==> src/rtl/vfs_defines.svh <==
// Timing figures, counts and reset values of the fault supervisor
`ifndef VFS_DEFINES_SVH
`define VFS_DEFINES_SVH

// Core clock
`define VFS_CLK_PERIOD_NS        5
// Switching cycle, 500 kHz nominal
`define VFS_SWITCH_PERIOD_NS     2000
`define VFS_SWITCH_DIV           (`VFS_SWITCH_PERIOD_NS / `VFS_CLK_PERIOD_NS)
// Ready delay after the final target is reached, longest time rounds down
`define VFS_READY_DELAY_NS       85000
`define VFS_READY_DELAY_CYCLES   (`VFS_READY_DELAY_NS / `VFS_CLK_PERIOD_NS)
// Hiccup wait in switching cycles
`define VFS_HICCUP_SWITCH_CYCLES 4096
// Per-channel persistence in switching cycles
`define VFS_CHAN_OC_CYCLES       8
// Fault reaction budget and the pipeline spent on it
`define VFS_FAULT_REACT_NS       20
`define VFS_FAULT_REACT_CYCLES   (`VFS_FAULT_REACT_NS / `VFS_CLK_PERIOD_NS)
// Channel count and counter widths
`define VFS_CHANNELS             4
`define VFS_CHAN_CNT_W           4
`define VFS_READY_CNT_W          16
`define VFS_HICCUP_CNT_W         13
`define VFS_DIV_CNT_W            12
// Number of pin inputs through the synchronisers
`define VFS_SYNC_W               15
// Reset values
`define VFS_RST_SYNC             15'h0000
`define VFS_RST_CHAN_CNT         4'h0

`endif

==> src/rtl/vfs_pkg.sv <==
// Types shared by the fault supervisor modules
package vfs_pkg;

  typedef enum logic [2:0] {
    VFS_SHUTDOWN    = 3'b000,
    VFS_SOFT_START  = 3'b001,
    VFS_READY_DELAY = 3'b010,
    VFS_READY       = 3'b011,
    VFS_HICCUP      = 3'b100
  } vfs_state_t;

endpackage

==> src/rtl/vfs_ocp_if.sv <==
// Signals between the supervisor and the per-channel overcurrent counters
`timescale 1ns/100ps
`include "vfs_defines.svh"

interface vfs_ocp_if;
  logic                       switchTick;
  logic                       clearCounters;
  logic [`VFS_CHANNELS-1:0]   chanOver;
  logic [`VFS_CHANNELS-1:0]   chanTrip;

  modport supervisor (output switchTick, output clearCounters, output chanOver,
                      input chanTrip);
  modport counter    (input switchTick, input clearCounters, input chanOver,
                      output chanTrip);
endinterface

==> src/rtl/vfs_ocp_counter.sv <==
// Per-channel sustained overcurrent persistence counters
`timescale 1ns/100ps
`include "vfs_defines.svh"

module vfs_ocp_counter (
  input  wire logic  clock,
  input  wire logic  resetn,
  vfs_ocp_if.counter ocp
);

  genvar ch;
  generate
    for (ch = 0; ch < `VFS_CHANNELS; ch = ch + 1) begin : gChan
      logic [`VFS_CHAN_CNT_W-1:0] count_reg;
      logic [`VFS_CHAN_CNT_W-1:0] count_next;
      wire                        atLimit;

      assign atLimit = (count_reg == `VFS_CHAN_CNT_W'(`VFS_CHAN_OC_CYCLES));

      // consecutive cycles
      // restart at or below
      always_comb begin
        count_next = count_reg;
        if (ocp.clearCounters) begin
          count_next = `VFS_RST_CHAN_CNT;
        end else if (ocp.switchTick) begin
          if (!ocp.chanOver[ch]) begin
            count_next = `VFS_RST_CHAN_CNT;
          end else if (!atLimit) begin
            count_next = count_reg + `VFS_CHAN_CNT_W'(1);
          end
        end
      end

      always_ff @(posedge clock or negedge resetn) begin
        if (!resetn) begin
          count_reg <= `VFS_RST_CHAN_CNT;
        end else begin
          count_reg <= count_next;
        end
      end

      // eight cycles trip
      assign ocp.chanTrip[ch] = atLimit;
    end
  endgenerate

endmodule // vfs_ocp_counter

==> src/rtl/vfs_supervisor.sv <==
// Fault supervisor and power-good logic of a multiphase buck controller
//
// Summary of operation
// Power-good held low in shutdown; released after soft-start plus ready delay.
// Power-good low on undervoltage, overvoltage, disable, reset or VOLTAGE_ID_CODE off code.
// Output sense below half the VOLTAGE_ID_CODE target is undervoltage; power-good low.
// Overvoltage guard active from reset release, enabled or not.
// Before VOLTAGE_ID_CODE is valid, overvoltage threshold is the fixed 1.275 V.
// After valid VOLTAGE_ID_CODE, overvoltage trip point becomes VOLTAGE_ID_CODE plus 175 mV.
// Overvoltage forces PWM low within 20 ns until sense below 0.4 V, then high-Z.
// Each recurring overvoltage forces PWM low again, repeating the sequence.
// After overvoltage, normal switching stops until enable or supply cycling.
// VOLTAGE_ID_CODE code changes never clear the latched overvoltage state.
// Average current above reference trips overcurrent shutdown at once.
// Any channel above reference for eight switching cycles trips shutdown.
// Overcurrent puts PWM high-Z within 20 ns for 4096 switching cycles.
// After the wait, restart soft-start if enabled; retry indefinitely.
// Fan request and overtemperature alert are open-drain outputs.
// Fan request released below 33 percent, pulled low above 39 percent.
// Overtemperature alert released below 28 percent, low above 33 percent.
// Ready delay between final target and power-good is 85 microseconds.
// Channel persistence counter restarts when current is at or below reference.
// Hiccup counter counts switching cycles; cleared on disable or reset.
`timescale 1ns/100ps
`include "vfs_defines.svh"

module vfs_supervisor #(
  parameter int unsigned READY_DELAY_CYCLES = `VFS_READY_DELAY_CYCLES,
  parameter int unsigned SWITCH_DIV         = `VFS_SWITCH_DIV,
  parameter int unsigned HICCUP_CYCLES      = `VFS_HICCUP_SWITCH_CYCLES
) (
  input  wire logic                     clock,
  input  wire logic                     resetn,
  // Pin and comparator inputs, asynchronous to clock
  input  wire logic                     porOkIn,
  input  wire logic                     power_rail_enable_in,
  input  wire logic                     termination_rail_enable_in,
  input  wire logic                     ovAboveFixedIn,
  input  wire logic                     ovAboveVidIn,
  input  wire logic                     output_sense_in,
  input  wire logic                     differential_output_sense,
  input  wire logic                     average_sense_current,
  input  wire logic [`VFS_CHANNELS-1:0] chanOverIn,
  input  wire logic                     tempBelow28In,
  input  wire logic                     tempBelow33In,
  input  wire logic                     tempBelow39In,
  // Same-domain status from the soft-start and VOLTAGE_ID_CODE logic
  input  wire logic                     softStartDoneIn,
  input  wire logic                     voltage_id_code,
  input  wire logic                     vidOffCodeIn,
  // PWM drive state, soft-start restart pulse and overvoltage status
  output logic                          pwmEnableOut,
  output logic                          pwmForceLowOut,
  output logic                          pwmHighZOut,
  output logic                          softStartRestartOut,
  output logic                          ovThresholdVidSelOut,
  output logic                          overvoltage_guard,
  // Open-drain indicators
  output logic                          power_good_out,
  output logic                          powerGoodOe,
  output logic                          fan_request_out,
  output logic                          fanRequestOe,
  output logic                          overtemp_alert_out,
  output logic                          overtempAlertOe
);

  ////////////////////////////////////////////////////////////////////////////
  // Input synchronisers

  wire  [`VFS_SYNC_W-1:0] asyncIn;
  logic [`VFS_SYNC_W-1:0] syncA_reg;
  logic [`VFS_SYNC_W-1:0] syncB_reg;

  assign asyncIn = {tempBelow39In, tempBelow33In, tempBelow28In, chanOverIn,
                    average_sense_current, differential_output_sense,
                    output_sense_in, ovAboveVidIn, ovAboveFixedIn,
                    termination_rail_enable_in, power_rail_enable_in, porOkIn};

  genvar b;
  generate
    for (b = 0; b < `VFS_SYNC_W; b = b + 1) begin : gSync
      always_ff @(posedge clock or negedge resetn) begin
        if (!resetn) begin
          syncA_reg[b] <= 1'b0;
          syncB_reg[b] <= 1'b0;
        end else begin
          syncA_reg[b] <= asyncIn[b];
          syncB_reg[b] <= syncA_reg[b];
        end
      end
    end
  endgenerate

  wire                     porOk     = syncB_reg[0];
  wire                     railEn    = syncB_reg[1];
  wire                     termEn    = syncB_reg[2];
  wire                     ovFixed   = syncB_reg[3];
  wire                     ovVid     = syncB_reg[4];
  wire                     underVolt = syncB_reg[5];
  wire                     diffLow   = syncB_reg[6];
  wire                     avgOver   = syncB_reg[7];
  wire [`VFS_CHANNELS-1:0] chanOver  = syncB_reg[11:8];
  wire                     below28   = syncB_reg[12];
  wire                     below33   = syncB_reg[13];
  wire                     below39   = syncB_reg[14];

  ////////////////////////////////////////////////////////////////////////////
  // Enable chain and latched shutdown causes

  logic vidOff_reg;
  logic vidSel_reg;
  logic ovLatched_reg;
  logic ovDriveLow_reg;

  // Supply or either enable dropping is the only way out of a latched fault
  wire hardReset = !porOk || !railEn || !termEn;
  wire disabled  = hardReset || vidOff_reg;

  always_ff @(posedge clock or negedge resetn) begin
    if (!resetn) begin
      vidOff_reg <= 1'b0;
    end else if (hardReset) begin
      vidOff_reg <= 1'b0;
    end else if (vidOffCodeIn) begin
      vidOff_reg <= 1'b1;
    end
  end

  ////////////////////////////////////////////////////////////////////////////
  // Overvoltage guard

  // fixed threshold until VOLTAGE_ID_CODE valid
  // VOLTAGE_ID_CODE-based trip point
  always_ff @(posedge clock or negedge resetn) begin
    if (!resetn) begin
      vidSel_reg <= 1'b0;
    end else if (disabled) begin
      vidSel_reg <= 1'b0;
    end else if (voltage_id_code) begin
      vidSel_reg <= 1'b1;
    end
  end

  // guard live after reset
  wire ovTrip = porOk && (vidSel_reg ? ovVid : ovFixed);

  // latch until enable cycling
  // VOLTAGE_ID_CODE never clears it
  always_ff @(posedge clock or negedge resetn) begin
    if (!resetn) begin
      ovLatched_reg <= 1'b0;
    end else if (ovTrip) begin
      ovLatched_reg <= 1'b1;
    end else if (hardReset) begin
      ovLatched_reg <= 1'b0;
    end
  end

  // low until sense under 0.4 V
  // recurrence drives low again
  always_ff @(posedge clock or negedge resetn) begin
    if (!resetn) begin
      ovDriveLow_reg <= 1'b0;
    end else if (ovTrip) begin
      ovDriveLow_reg <= 1'b1;
    end else if (diffLow) begin
      ovDriveLow_reg <= 1'b0;
    end
  end

  ////////////////////////////////////////////////////////////////////////////
  // Switching-cycle divider and channel counters

  logic [`VFS_DIV_CNT_W-1:0] div_reg;
  wire                       switchTick = (div_reg == `VFS_DIV_CNT_W'(SWITCH_DIV - 1));

  always_ff @(posedge clock or negedge resetn) begin
    if (!resetn) begin
      div_reg <= '0;
    end else if (switchTick) begin
      div_reg <= '0;
    end else begin
      div_reg <= div_reg + `VFS_DIV_CNT_W'(1);
    end
  end

  vfs_ocp_if ocpBus ();

  assign ocpBus.switchTick    = switchTick;
  assign ocpBus.clearCounters = disabled;
  assign ocpBus.chanOver      = chanOver;

  vfs_ocp_counter uOcpCounter (
    .clock  (clock),
    .resetn (resetn),
    .ocp    (ocpBus.counter)
  );

  // average trips at once
  // persistent channel trips
  wire ocTrip = avgOver || (|ocpBus.chanTrip);

  ////////////////////////////////////////////////////////////////////////////
  // Sequencing state machine

  vfs_pkg::vfs_state_t           state_reg;
  vfs_pkg::vfs_state_t           state_next;
  logic [`VFS_READY_CNT_W-1:0]   readyCnt_reg;
  logic [`VFS_HICCUP_CNT_W-1:0]  hiccupCnt_reg;
  logic                          restart_reg;

  wire running   = (state_reg == vfs_pkg::VFS_SOFT_START) ||
                   (state_reg == vfs_pkg::VFS_READY_DELAY) ||
                   (state_reg == vfs_pkg::VFS_READY);
  wire readyDone = (readyCnt_reg == `VFS_READY_CNT_W'(READY_DELAY_CYCLES - 1));
  wire hiccupEnd = switchTick &&
                   (hiccupCnt_reg == `VFS_HICCUP_CNT_W'(HICCUP_CYCLES - 1));

  always_comb begin
    state_next = state_reg;
    case (state_reg)
      vfs_pkg::VFS_SHUTDOWN: begin
        state_next = vfs_pkg::VFS_SOFT_START;
      end
      vfs_pkg::VFS_SOFT_START: begin
        if (softStartDoneIn) begin
          state_next = vfs_pkg::VFS_READY_DELAY;
        end
      end
      vfs_pkg::VFS_READY_DELAY: begin
        // 85 us ready delay
        if (readyDone) begin
          state_next = vfs_pkg::VFS_READY;
        end
      end
      vfs_pkg::VFS_READY: begin
        state_next = vfs_pkg::VFS_READY;
      end
      vfs_pkg::VFS_HICCUP: begin
        // retry soft-start
        if (hiccupEnd) begin
          state_next = vfs_pkg::VFS_SOFT_START;
        end
      end
      default: begin
        state_next = vfs_pkg::VFS_SHUTDOWN;
      end
    endcase
    // overcurrent enters hiccup
    if (running && ocTrip) begin
      state_next = vfs_pkg::VFS_HICCUP;
    end
    if (disabled) begin
      state_next = vfs_pkg::VFS_SHUTDOWN;
    end
  end

  always_ff @(posedge clock or negedge resetn) begin
    if (!resetn) begin
      state_reg <= vfs_pkg::VFS_SHUTDOWN;
    end else begin
      state_reg <= state_next;
    end
  end

  always_ff @(posedge clock or negedge resetn) begin
    if (!resetn) begin
      readyCnt_reg <= '0;
    end else if (state_reg != vfs_pkg::VFS_READY_DELAY) begin
      readyCnt_reg <= '0;
    end else if (!readyDone) begin
      readyCnt_reg <= readyCnt_reg + `VFS_READY_CNT_W'(1);
    end
  end

  // counts ticks, cleared on disable
  always_ff @(posedge clock or negedge resetn) begin
    if (!resetn) begin
      hiccupCnt_reg <= '0;
    end else if (disabled || state_reg != vfs_pkg::VFS_HICCUP) begin
      hiccupCnt_reg <= '0;
    end else if (switchTick) begin
      hiccupCnt_reg <= hiccupCnt_reg + `VFS_HICCUP_CNT_W'(1);
    end
  end

  // One-cycle pulse when soft-start is (re)launched
  always_ff @(posedge clock or negedge resetn) begin
    if (!resetn) begin
      restart_reg <= 1'b0;
    end else begin
      restart_reg <= (state_next == vfs_pkg::VFS_SOFT_START) &&
                     (state_reg != vfs_pkg::VFS_SOFT_START);
    end
  end

  ////////////////////////////////////////////////////////////////////////////
  // Thermal hysteresis

  logic fanRelease_reg;
  logic hotRelease_reg;

  // fan 33 / 39 percent
  always_ff @(posedge clock or negedge resetn) begin
    if (!resetn) begin
      fanRelease_reg <= 1'b0;
    end else if (below33) begin
      fanRelease_reg <= 1'b1;
    end else if (!below39) begin
      fanRelease_reg <= 1'b0;
    end
  end

  // alert 28 / 33 percent
  always_ff @(posedge clock or negedge resetn) begin
    if (!resetn) begin
      hotRelease_reg <= 1'b0;
    end else if (below28) begin
      hotRelease_reg <= 1'b1;
    end else if (!below33) begin
      hotRelease_reg <= 1'b0;
    end
  end

  ////////////////////////////////////////////////////////////////////////////
  // Outputs

  logic pgRelease_reg;
  logic pwmEnable_reg;
  logic pwmLow_reg;
  logic pwmHighZ_reg;

  // release only when ready
  // any fault or disable pulls low
  // undervoltage pulls low
  wire pgReleaseNext = (state_reg == vfs_pkg::VFS_READY) && !disabled &&
                       !underVolt && !ovTrip && !ovLatched_reg;

  // Driver state is registered once; sync plus this flop stays inside 20 ns
  always_ff @(posedge clock or negedge resetn) begin
    if (!resetn) begin
      pgRelease_reg <= 1'b0;
      pwmEnable_reg <= 1'b0;
      pwmLow_reg    <= 1'b0;
      pwmHighZ_reg  <= 1'b1;
    end else begin
      pgRelease_reg <= pgReleaseNext;
      // no switching after overvoltage
      pwmEnable_reg <= running && !ocTrip && !disabled && !ovLatched_reg && !ovTrip;
      // low on overvoltage
      pwmLow_reg    <= ovTrip || ovDriveLow_reg;
      // high-Z on overcurrent
      pwmHighZ_reg  <= !(ovTrip || ovDriveLow_reg) &&
                       (!running || ocTrip || disabled || ovLatched_reg);
    end
  end

  assign pwmEnableOut         = pwmEnable_reg;
  assign pwmForceLowOut       = pwmLow_reg;
  assign pwmHighZOut          = pwmHighZ_reg;
  assign softStartRestartOut  = restart_reg;
  assign ovThresholdVidSelOut = vidSel_reg;
  assign overvoltage_guard    = ovLatched_reg;

  // open-drain, low only
  assign power_good_out       = 1'b0;
  assign powerGoodOe          = !pgRelease_reg;
  assign fan_request_out      = 1'b0;
  assign fanRequestOe         = !fanRelease_reg;
  assign overtemp_alert_out   = 1'b0;
  assign overtempAlertOe      = !hotRelease_reg;

endmodule // vfs_supervisor

==> config.mk <==
export PLATFORM = sky130hd
export DESIGN_NAME = vfs_supervisor
export DESIGN_NICKNAME = d
export VERILOG_FILES = /design/src/rtl/vfs_pkg.sv /design/src/rtl/vfs_ocp_if.sv /design/src/rtl/vfs_ocp_counter.sv /design/src/rtl/vfs_supervisor.sv
export VERILOG_INCLUDE_DIRS = /design/src /design/src/rtl
export SDC_FILE = /design/constraint.sdc
export NUM_CORES = 1
export LEC_CHECK = 0
export ABC_CLOCK_PERIOD_IN_PS = 1600
export BUFFER_PORTS_ARGS = -buffer_cell sky130_fd_sc_hd__buf_2
export CORE_MARGIN = 3
export CORE_UTILIZATION = 41
export CTS_CLUSTER_SIZE = 40
export DETAILED_ROUTE_END_ITERATION = 6
export SYNTH_ARGS = -nofsm -noshare
export SYNTH_HDL_FRONTEND = slang
export SYNTH_SLANG_ARGS = --single-unit
==> constraint.sdc <==
create_clock -name clock -period 1.6 [get_ports clock]
set_input_delay 0.32 -clock clock [delete_from_list [all_inputs] [get_ports clock]]
set_output_delay 0.32 -clock clock [all_outputs]
set_load 0.03 [all_outputs]
Yosys cells after proc, flatten, opt, wreduce, memory -nomap -nowiden
Index checks and enable logic that the tools add are counted.
{"block": "word_totals", "ff_bits": 101, "latch_bits": 0, "ramBits": 0, "mem_bits_ro": 0, "input_bits": 20, "output_inout_bits": 12, "wordCells": 167, "memories": 0}
{"block": "op_classes", "add_sub_neg": 7, "n_mul": 0, "div_mod_pow": 0, "order_cmp": 0, "eq_ne": 22, "n_shift": 0, "muxes": 40, "bitwise_logic": 0, "reduce_logical": 49}
{"operator": "4-bit two-way mux", "count": 16}
{"operator": "16-bit two-way mux", "count": 2}
{"operator": "13-bit two-way mux", "count": 2}
{"operator": "16-bit by 1-bit adder with 16-bit output (second input constant)", "count": 1}
{"operator": "4-bit by 1-bit adder with 4-bit output (second input constant)", "count": 4}
{"operator": "16-bit by 15-bit == test with 1-bit output (second input constant)", "count": 1}
{"operator": "4-bit == test (second input constant)", "count": 4}
{"operator": "3-bit two-way mux", "count": 5}
{"operator": "3-bit inequality test (second input constant)", "count": 5}
{"operator": "3-bit case mux with 5 select lines", "count": 1}
{"operator": "13-bit by 1-bit adder with 13-bit output (second input constant)", "count": 1}
{"operator": "13-bit by 12-bit == test with 1-bit output (second input constant)", "count": 1}
{"operator": "1-bit logical AND", "count": 13}
{"operator": "1-bit zero test", "count": 13}
{"operator": "1-bit two-way mux", "count": 13}
{"operator": "12-bit by 1-bit adder with 12-bit output (second input constant)", "count": 1}
{"operator": "12-bit by 9-bit == test with 1-bit output (second input constant)", "count": 1}
{"operator": "12-bit two-way mux", "count": 1}
{"operator": "2-bit nonzero test", "count": 6}
{"operator": "1-bit logical OR", "count": 11}
{"operator": "2-bit AND reduction", "count": 4}
{"operator": "3-bit by 1-bit == test with 1-bit output (second input constant)", "count": 2}
{"operator": "3-bit by 2-bit == test with 1-bit output (second input constant)", "count": 2}
{"operator": "2-bit inequality test (second input constant)", "count": 2}
{"operator": "6 further kinds", "count": 6}

Depth between registers and ports, before layout
{"block": "logic_depth", "word_depth": 9, "mapped_depth": 8, "mapped_depth_nobuf": 6}

Hierarchy
From an unflattened synthesis, not the netlist that was laid out.
{"block": "hier_totals", "cells_unflattened": 405, "area_unflattened_um2": 4504.3}
{"module": "vfs_supervisor", "instances": 1, "cells_per_inst": 296, "area_each_um2": 3485.8, "seq_area_each_um2": 2128.3}
{"module": "vfs_ocp_counter", "instances": 1, "cells_per_inst": 109, "area_each_um2": 1018.5, "seq_area_each_um2": 400.4}

Worst setup path before layout
OpenSTA, ideal clock, no wires.
{"block": "synth_path", "path_type": "register to register", "startpoint": "register div_reg[0]", "endpoint": "register state_reg[0]", "setup_time_ps": 132, "t_arrival_ps": 1627, "t_required_ps": 1468, "path_slack_ps": -159, "path_stages_with_launch": 9, "path_buffers": 3, "period_less_slack_ps": 1759, "path_cell_list": "dfrtp_1 ha_1 and3_1 clkbuf_1 and3_1 buf_2 buf_2 a21boi_0 o22ai_1"}
{"block": "synth_between", "elab_chain_cells": 6}
{"element": "from (decl)", "line": "vfs_supervisor.sv:174", "source": "logic [`VFS_DIV_CNT_W-1:0] div_reg;"}
{"element": "from (signal assigned)", "line": "vfs_supervisor.sv:183", "source": "div_reg <= div_reg + `VFS_DIV_CNT_W'(1);"}
{"element": "12-bit by 9-bit == test with 1-bit output", "line": "vfs_supervisor.sv:175", "source": "wire switchTick = (div_reg == `VFS_DIV_CNT_W'(SWITCH_DIV - 1));"}
{"element": "1-bit logical AND", "line": "vfs_supervisor.sv:216", "source": "wire hiccupEnd = switchTick &&"}
{"element": "3-bit two-way mux", "line": "vfs_supervisor.sv:241", "source": "if (hiccupEnd) begin"}
{"element": "3-bit case mux with 5 select lines", "line": "vfs_supervisor.sv:221", "source": "case (state_reg)"}
{"element": "3-bit two-way mux", "line": "vfs_supervisor.sv:250", "source": "if (running && ocTrip) begin"}
{"element": "3-bit two-way mux", "line": "vfs_supervisor.sv:253", "source": "if (disabled) begin"}
{"element": "via state_next[0]", "line": "vfs_supervisor.sv:207", "source": "vfs_pkg::vfs_state_t state_next;"}
{"element": "to (signal assigned)", "line": "vfs_supervisor.sv:260", "source": "state_reg <= vfs_pkg::VFS_SHUTDOWN;"}
{"element": "to (signal assigned)", "line": "vfs_supervisor.sv:262", "source": "state_reg <= state_next;"}
{"element": "to (decl)", "line": "vfs_supervisor.sv:206", "source": "vfs_pkg::vfs_state_t state_reg;"}
The timed path passes the listed nets, and every way through them passes these cells.
A chain may end at the register's enable or synchronous reset.

Final worst setup path
{"block": "layout_path", "startpoint": "register div_reg[10]", "endpoint": "register hiccupCnt_reg[7]"}
{"block": "layout_between", "elab_chain_cells": 2}
{"element": "12-bit by 9-bit == test with 1-bit output", "line": "vfs_supervisor.sv:175"}
{"element": "2-bit nonzero test (no source line)"}
{"element": "to (signal assigned)", "line": "vfs_supervisor.sv:283", "source": "hiccupCnt_reg <= hiccupCnt_reg + `VFS_HICCUP_CNT_W'(1);"}
{"element": "to (decl)", "line": "vfs_supervisor.sv:209", "source": "logic [`VFS_HICCUP_CNT_W-1:0] hiccupCnt_reg;"}
No other way between the ends.

==> summary.txt <==
Initial Util: 42.90%
WS Path Type: reg -> reg
Final HPWL DP: 5.837 mm
TritonRoute pass-1 iters: 4
Setup Skew: 0.01130 ns
Final setup fails: 27
Failing checks: setup timing
Cell Area, Synth: 4488 um2
Clock root buffer: clkbuf_8
Maximum vdd drop: 0.4928 mV
R2R depth: 6
First-pass GRT wire length: 15.95 mm
Synth-to-layout area growth: 33.12%
Worst Path Buf+Inv: 2
Maximum clock frequency: 580.0 MHz
Placed Instance Area: 5221 um2
Cell taking the most area after synthesis: dfrtp_1
Num CTS Buffers: 9
Horiz. Die Dim: 110.6 um
CP required: 1.89 ns
Vias in the first global route: 3,453
Ys Warns: 0
Final hold vios: 0
CP Launch Type: flip-flop
Number of cells on the critical path: 6
Post-synth EDFFs: 0
Sequential area share after synthesis: 56.34%
Cells after synthesis: 417
CTS tree: done
# rows: 37
Initial antenna violation count: 0
Clock latency at the later pin of the worst-skew pair: 0.37 ns
Final Util: 57.10%
Syn_area_per_cell: 10.76 um2
Final WL: 9.394 mm
Setup tns final: -1.385 ns
Core ar.: 10,460 um2
Iter 0 DRT Violations: 132
Placed Cells: 625
Critical Path Most Common Cell: buf_4
Ys flop type: dfrtp_1
Largest net degree at the start of global routing: 46
DRC viols: 0
Status: finished, violations left
Nets: 551
Clock tree buffer depth: 2
Fin crit share: 107.8%
Max Slew Vio Count: 0
Detail Route Antenna Nets: 0
Io pins: 32
Final period demand of the worst path: 1.724 ns
Top cell type's share of synthesized area: 55.76%
Synthesized flop and latch total: 101
Max_cap viols: 0
HP Class: in -> reg
Fin cells: 661
Tot GR Track Use: 15.58%
Worst path top cell family by delay: simple AND/OR/NAND/NOR gates
Slowest stage delay, CP: 0.42 ns
Slowest CP cell: dfrtp_1
Crit path capture: hiccupCnt_reg[7]
PortBufs: 28
Congestion Overflow GR: 0
Arrival @ worst endpoint: 2.01 ns
Die Ht: 110.6 um
Design area: 5974 um2
Die area: 12,240 um2
Via density: 5.250
CP cell instances: nor4_4, buf_4, nand4_1, buf_4, or3_1, a21oi_1
Crit path max fanout: 5
Setup slack after layout: -0.1241 ns
Synth cell types: 57
Share of cells above drive strength 1: 36.19%
Critical Path Sink Type: flip-flop
Reg clk slew, reported paths: 0.10 ns
P_leak: 2.591 nW
Total Power: 0.004401 W
Final GP Congestion: 0.8003
Fraction of registers with async set/reset: 100.0%
# H-tree levels: 3
CP startpoint: div_reg[10]
RR Startpoint: div_reg[10]
RSZ-0062 raised after global routing: true
Ant. Diodes: 0
Dominant cells by area after synthesis: dfrtp_1 56%, nand3_1 3.1%, nor2_1 3.1%
Reg2Reg Setup Slack: -0.12 ns
Reg2reg end: hiccupCnt_reg[7]
CTS sink cnt: 101
Via count: 3,470
Routed len/inst: 14.21 um
PD cells: 736.6 nW/um2
==> final cells by class <==
type | instances | area [um2]
Timing Repair Buffer | 107 | 860.8
Inverter | 21 | 78.83
Fill cell | 914 | 4488
Clock inverter | 6 | 52.55
Multi-Input combinational cell | 280 | 2142
Clock buffer | 10 | 137.6
Sequential cell | 101 | 2532
Tap cell | 136 | 170.2
==> synthesized netlist by cell type (2+ instances only) <==
master / instances
or4_1: 4
a31oi_1: 5
nand4b_1: 6
o21ai_0: 12
inv_1: 21
nor4_1: 4
and4_1: 3
nand3b_1: 4
ha_1: 11
nand2b_1: 2
dfrtp_1: 100
or3_1: 4
a21o_1: 4
and2_1: 9
xnor2_1: 9
o41ai_1: 5
nand2_1: 25
nor3_1: 8
and3b_1: 2
clkbuf_1: 8
a211oi_1: 3
nor4_4: 2
o311ai_0: 2
nor2_1: 37
buf_2: 4
a21oi_1: 23
buf_4: 3
and3_1: 6
o31ai_1: 8
xor2_1: 13
nand3_1: 28
nand4_1: 14
mux2i_1: 2
mux2_2: 2
or3_2: 2
==> layout by cell type, fill, tap and decap left out, drive strengths merged, types with 6 or more instances in the layout <==
master,netlist,layout
xor2,13,13
ha,11,11
and2,9,9
and3,6,6
nor4,6,6
clkbuf,8,10
nand4b,6,6
nand4,14,14
inv,21,24
dfrtp,100,100
nor3,8,8
a21oi,23,23
nor2,38,38
buf,9,106
or3,6,6
o31ai,8,8
nand2,25,25
xnor2,9,9
o21ai,12,12
nand3,28,28
==> timing repair <==
item                                    4_1_cts  5_1_grt
gates cloned                                  3        0
setup buffers                                 7       11
hold buffers                                  1        0
pin swaps                                    26       24
hold endpoints to repair                     16        0
endpoints found under the setup margin       31       45
gates resized for setup                      41       44
==> routing by layer <==
| metal | global-route usage (%) | routed length [um] | vias up |
|---|---|---|---|
| li1 | - | - | 1690 |
| met1 | 20.21 | 4241 | 1717 |
| met2 | 26.42 | 4770 | 56 |
| met3 | 3.452 | 292 | 7 |
| met4 | 4.105 | 89 | 0 |
| met5 | 0 | 0 | - |
==> report_power, final <==
part / switching [W] / internal (W) / leakage (nW)
logic: 0.000139 / 0.0000653 / 1.19
registers: 0.0000273 / 0.00261 / 1.31
clock network: 0.000929 / 0.000633 / 0.0914
==> cells by family after synthesis <==
logic type | after synthesis | synth area share (%)
AOI/OAI and AO/OA | 69 | 9.786
xor gates and xnor gates | 22 | 4.293
DFF | 101 | 56.34
other | 1 | 0.08356
adders and majority gates | 11 | 3.067
buffers and inverters | 38 | 3.708
and+or+nand+nor | 171 | 21.77
muxes | 4 | 0.9478
==> stage by stage <==
| stage | hold WS [ns] | worst slack, ns |
|---|---|---|
| floorplan | 0.02441 | -0.02935 |
| detailed placement | 0.2187 | -0.1689 |
| CTS | 0.03640 | -0.1370 |
| finish | 0.05087 | -0.1241 |
| global placement | 0.2164 | -0.1198 |
| global route | 0.02110 | -0.2175 |
==> worst min-delay path by stage <==
stage                      start           end  slack (ns)  cells after the start
finish                   porOkIn  syncA_reg[0]        0.05                      1
global route        ovAboveVidIn  syncA_reg[4]        0.02                      1
CTS                 ovAboveVidIn  syncA_reg[4]        0.04                      1
detailed placement        resetn    div_reg[7]        0.22                      1
global placement          resetn    div_reg[7]        0.22                      1
floorplan                 resetn       avgOver        0.02                      0
(Power assumes the default switching activity.)
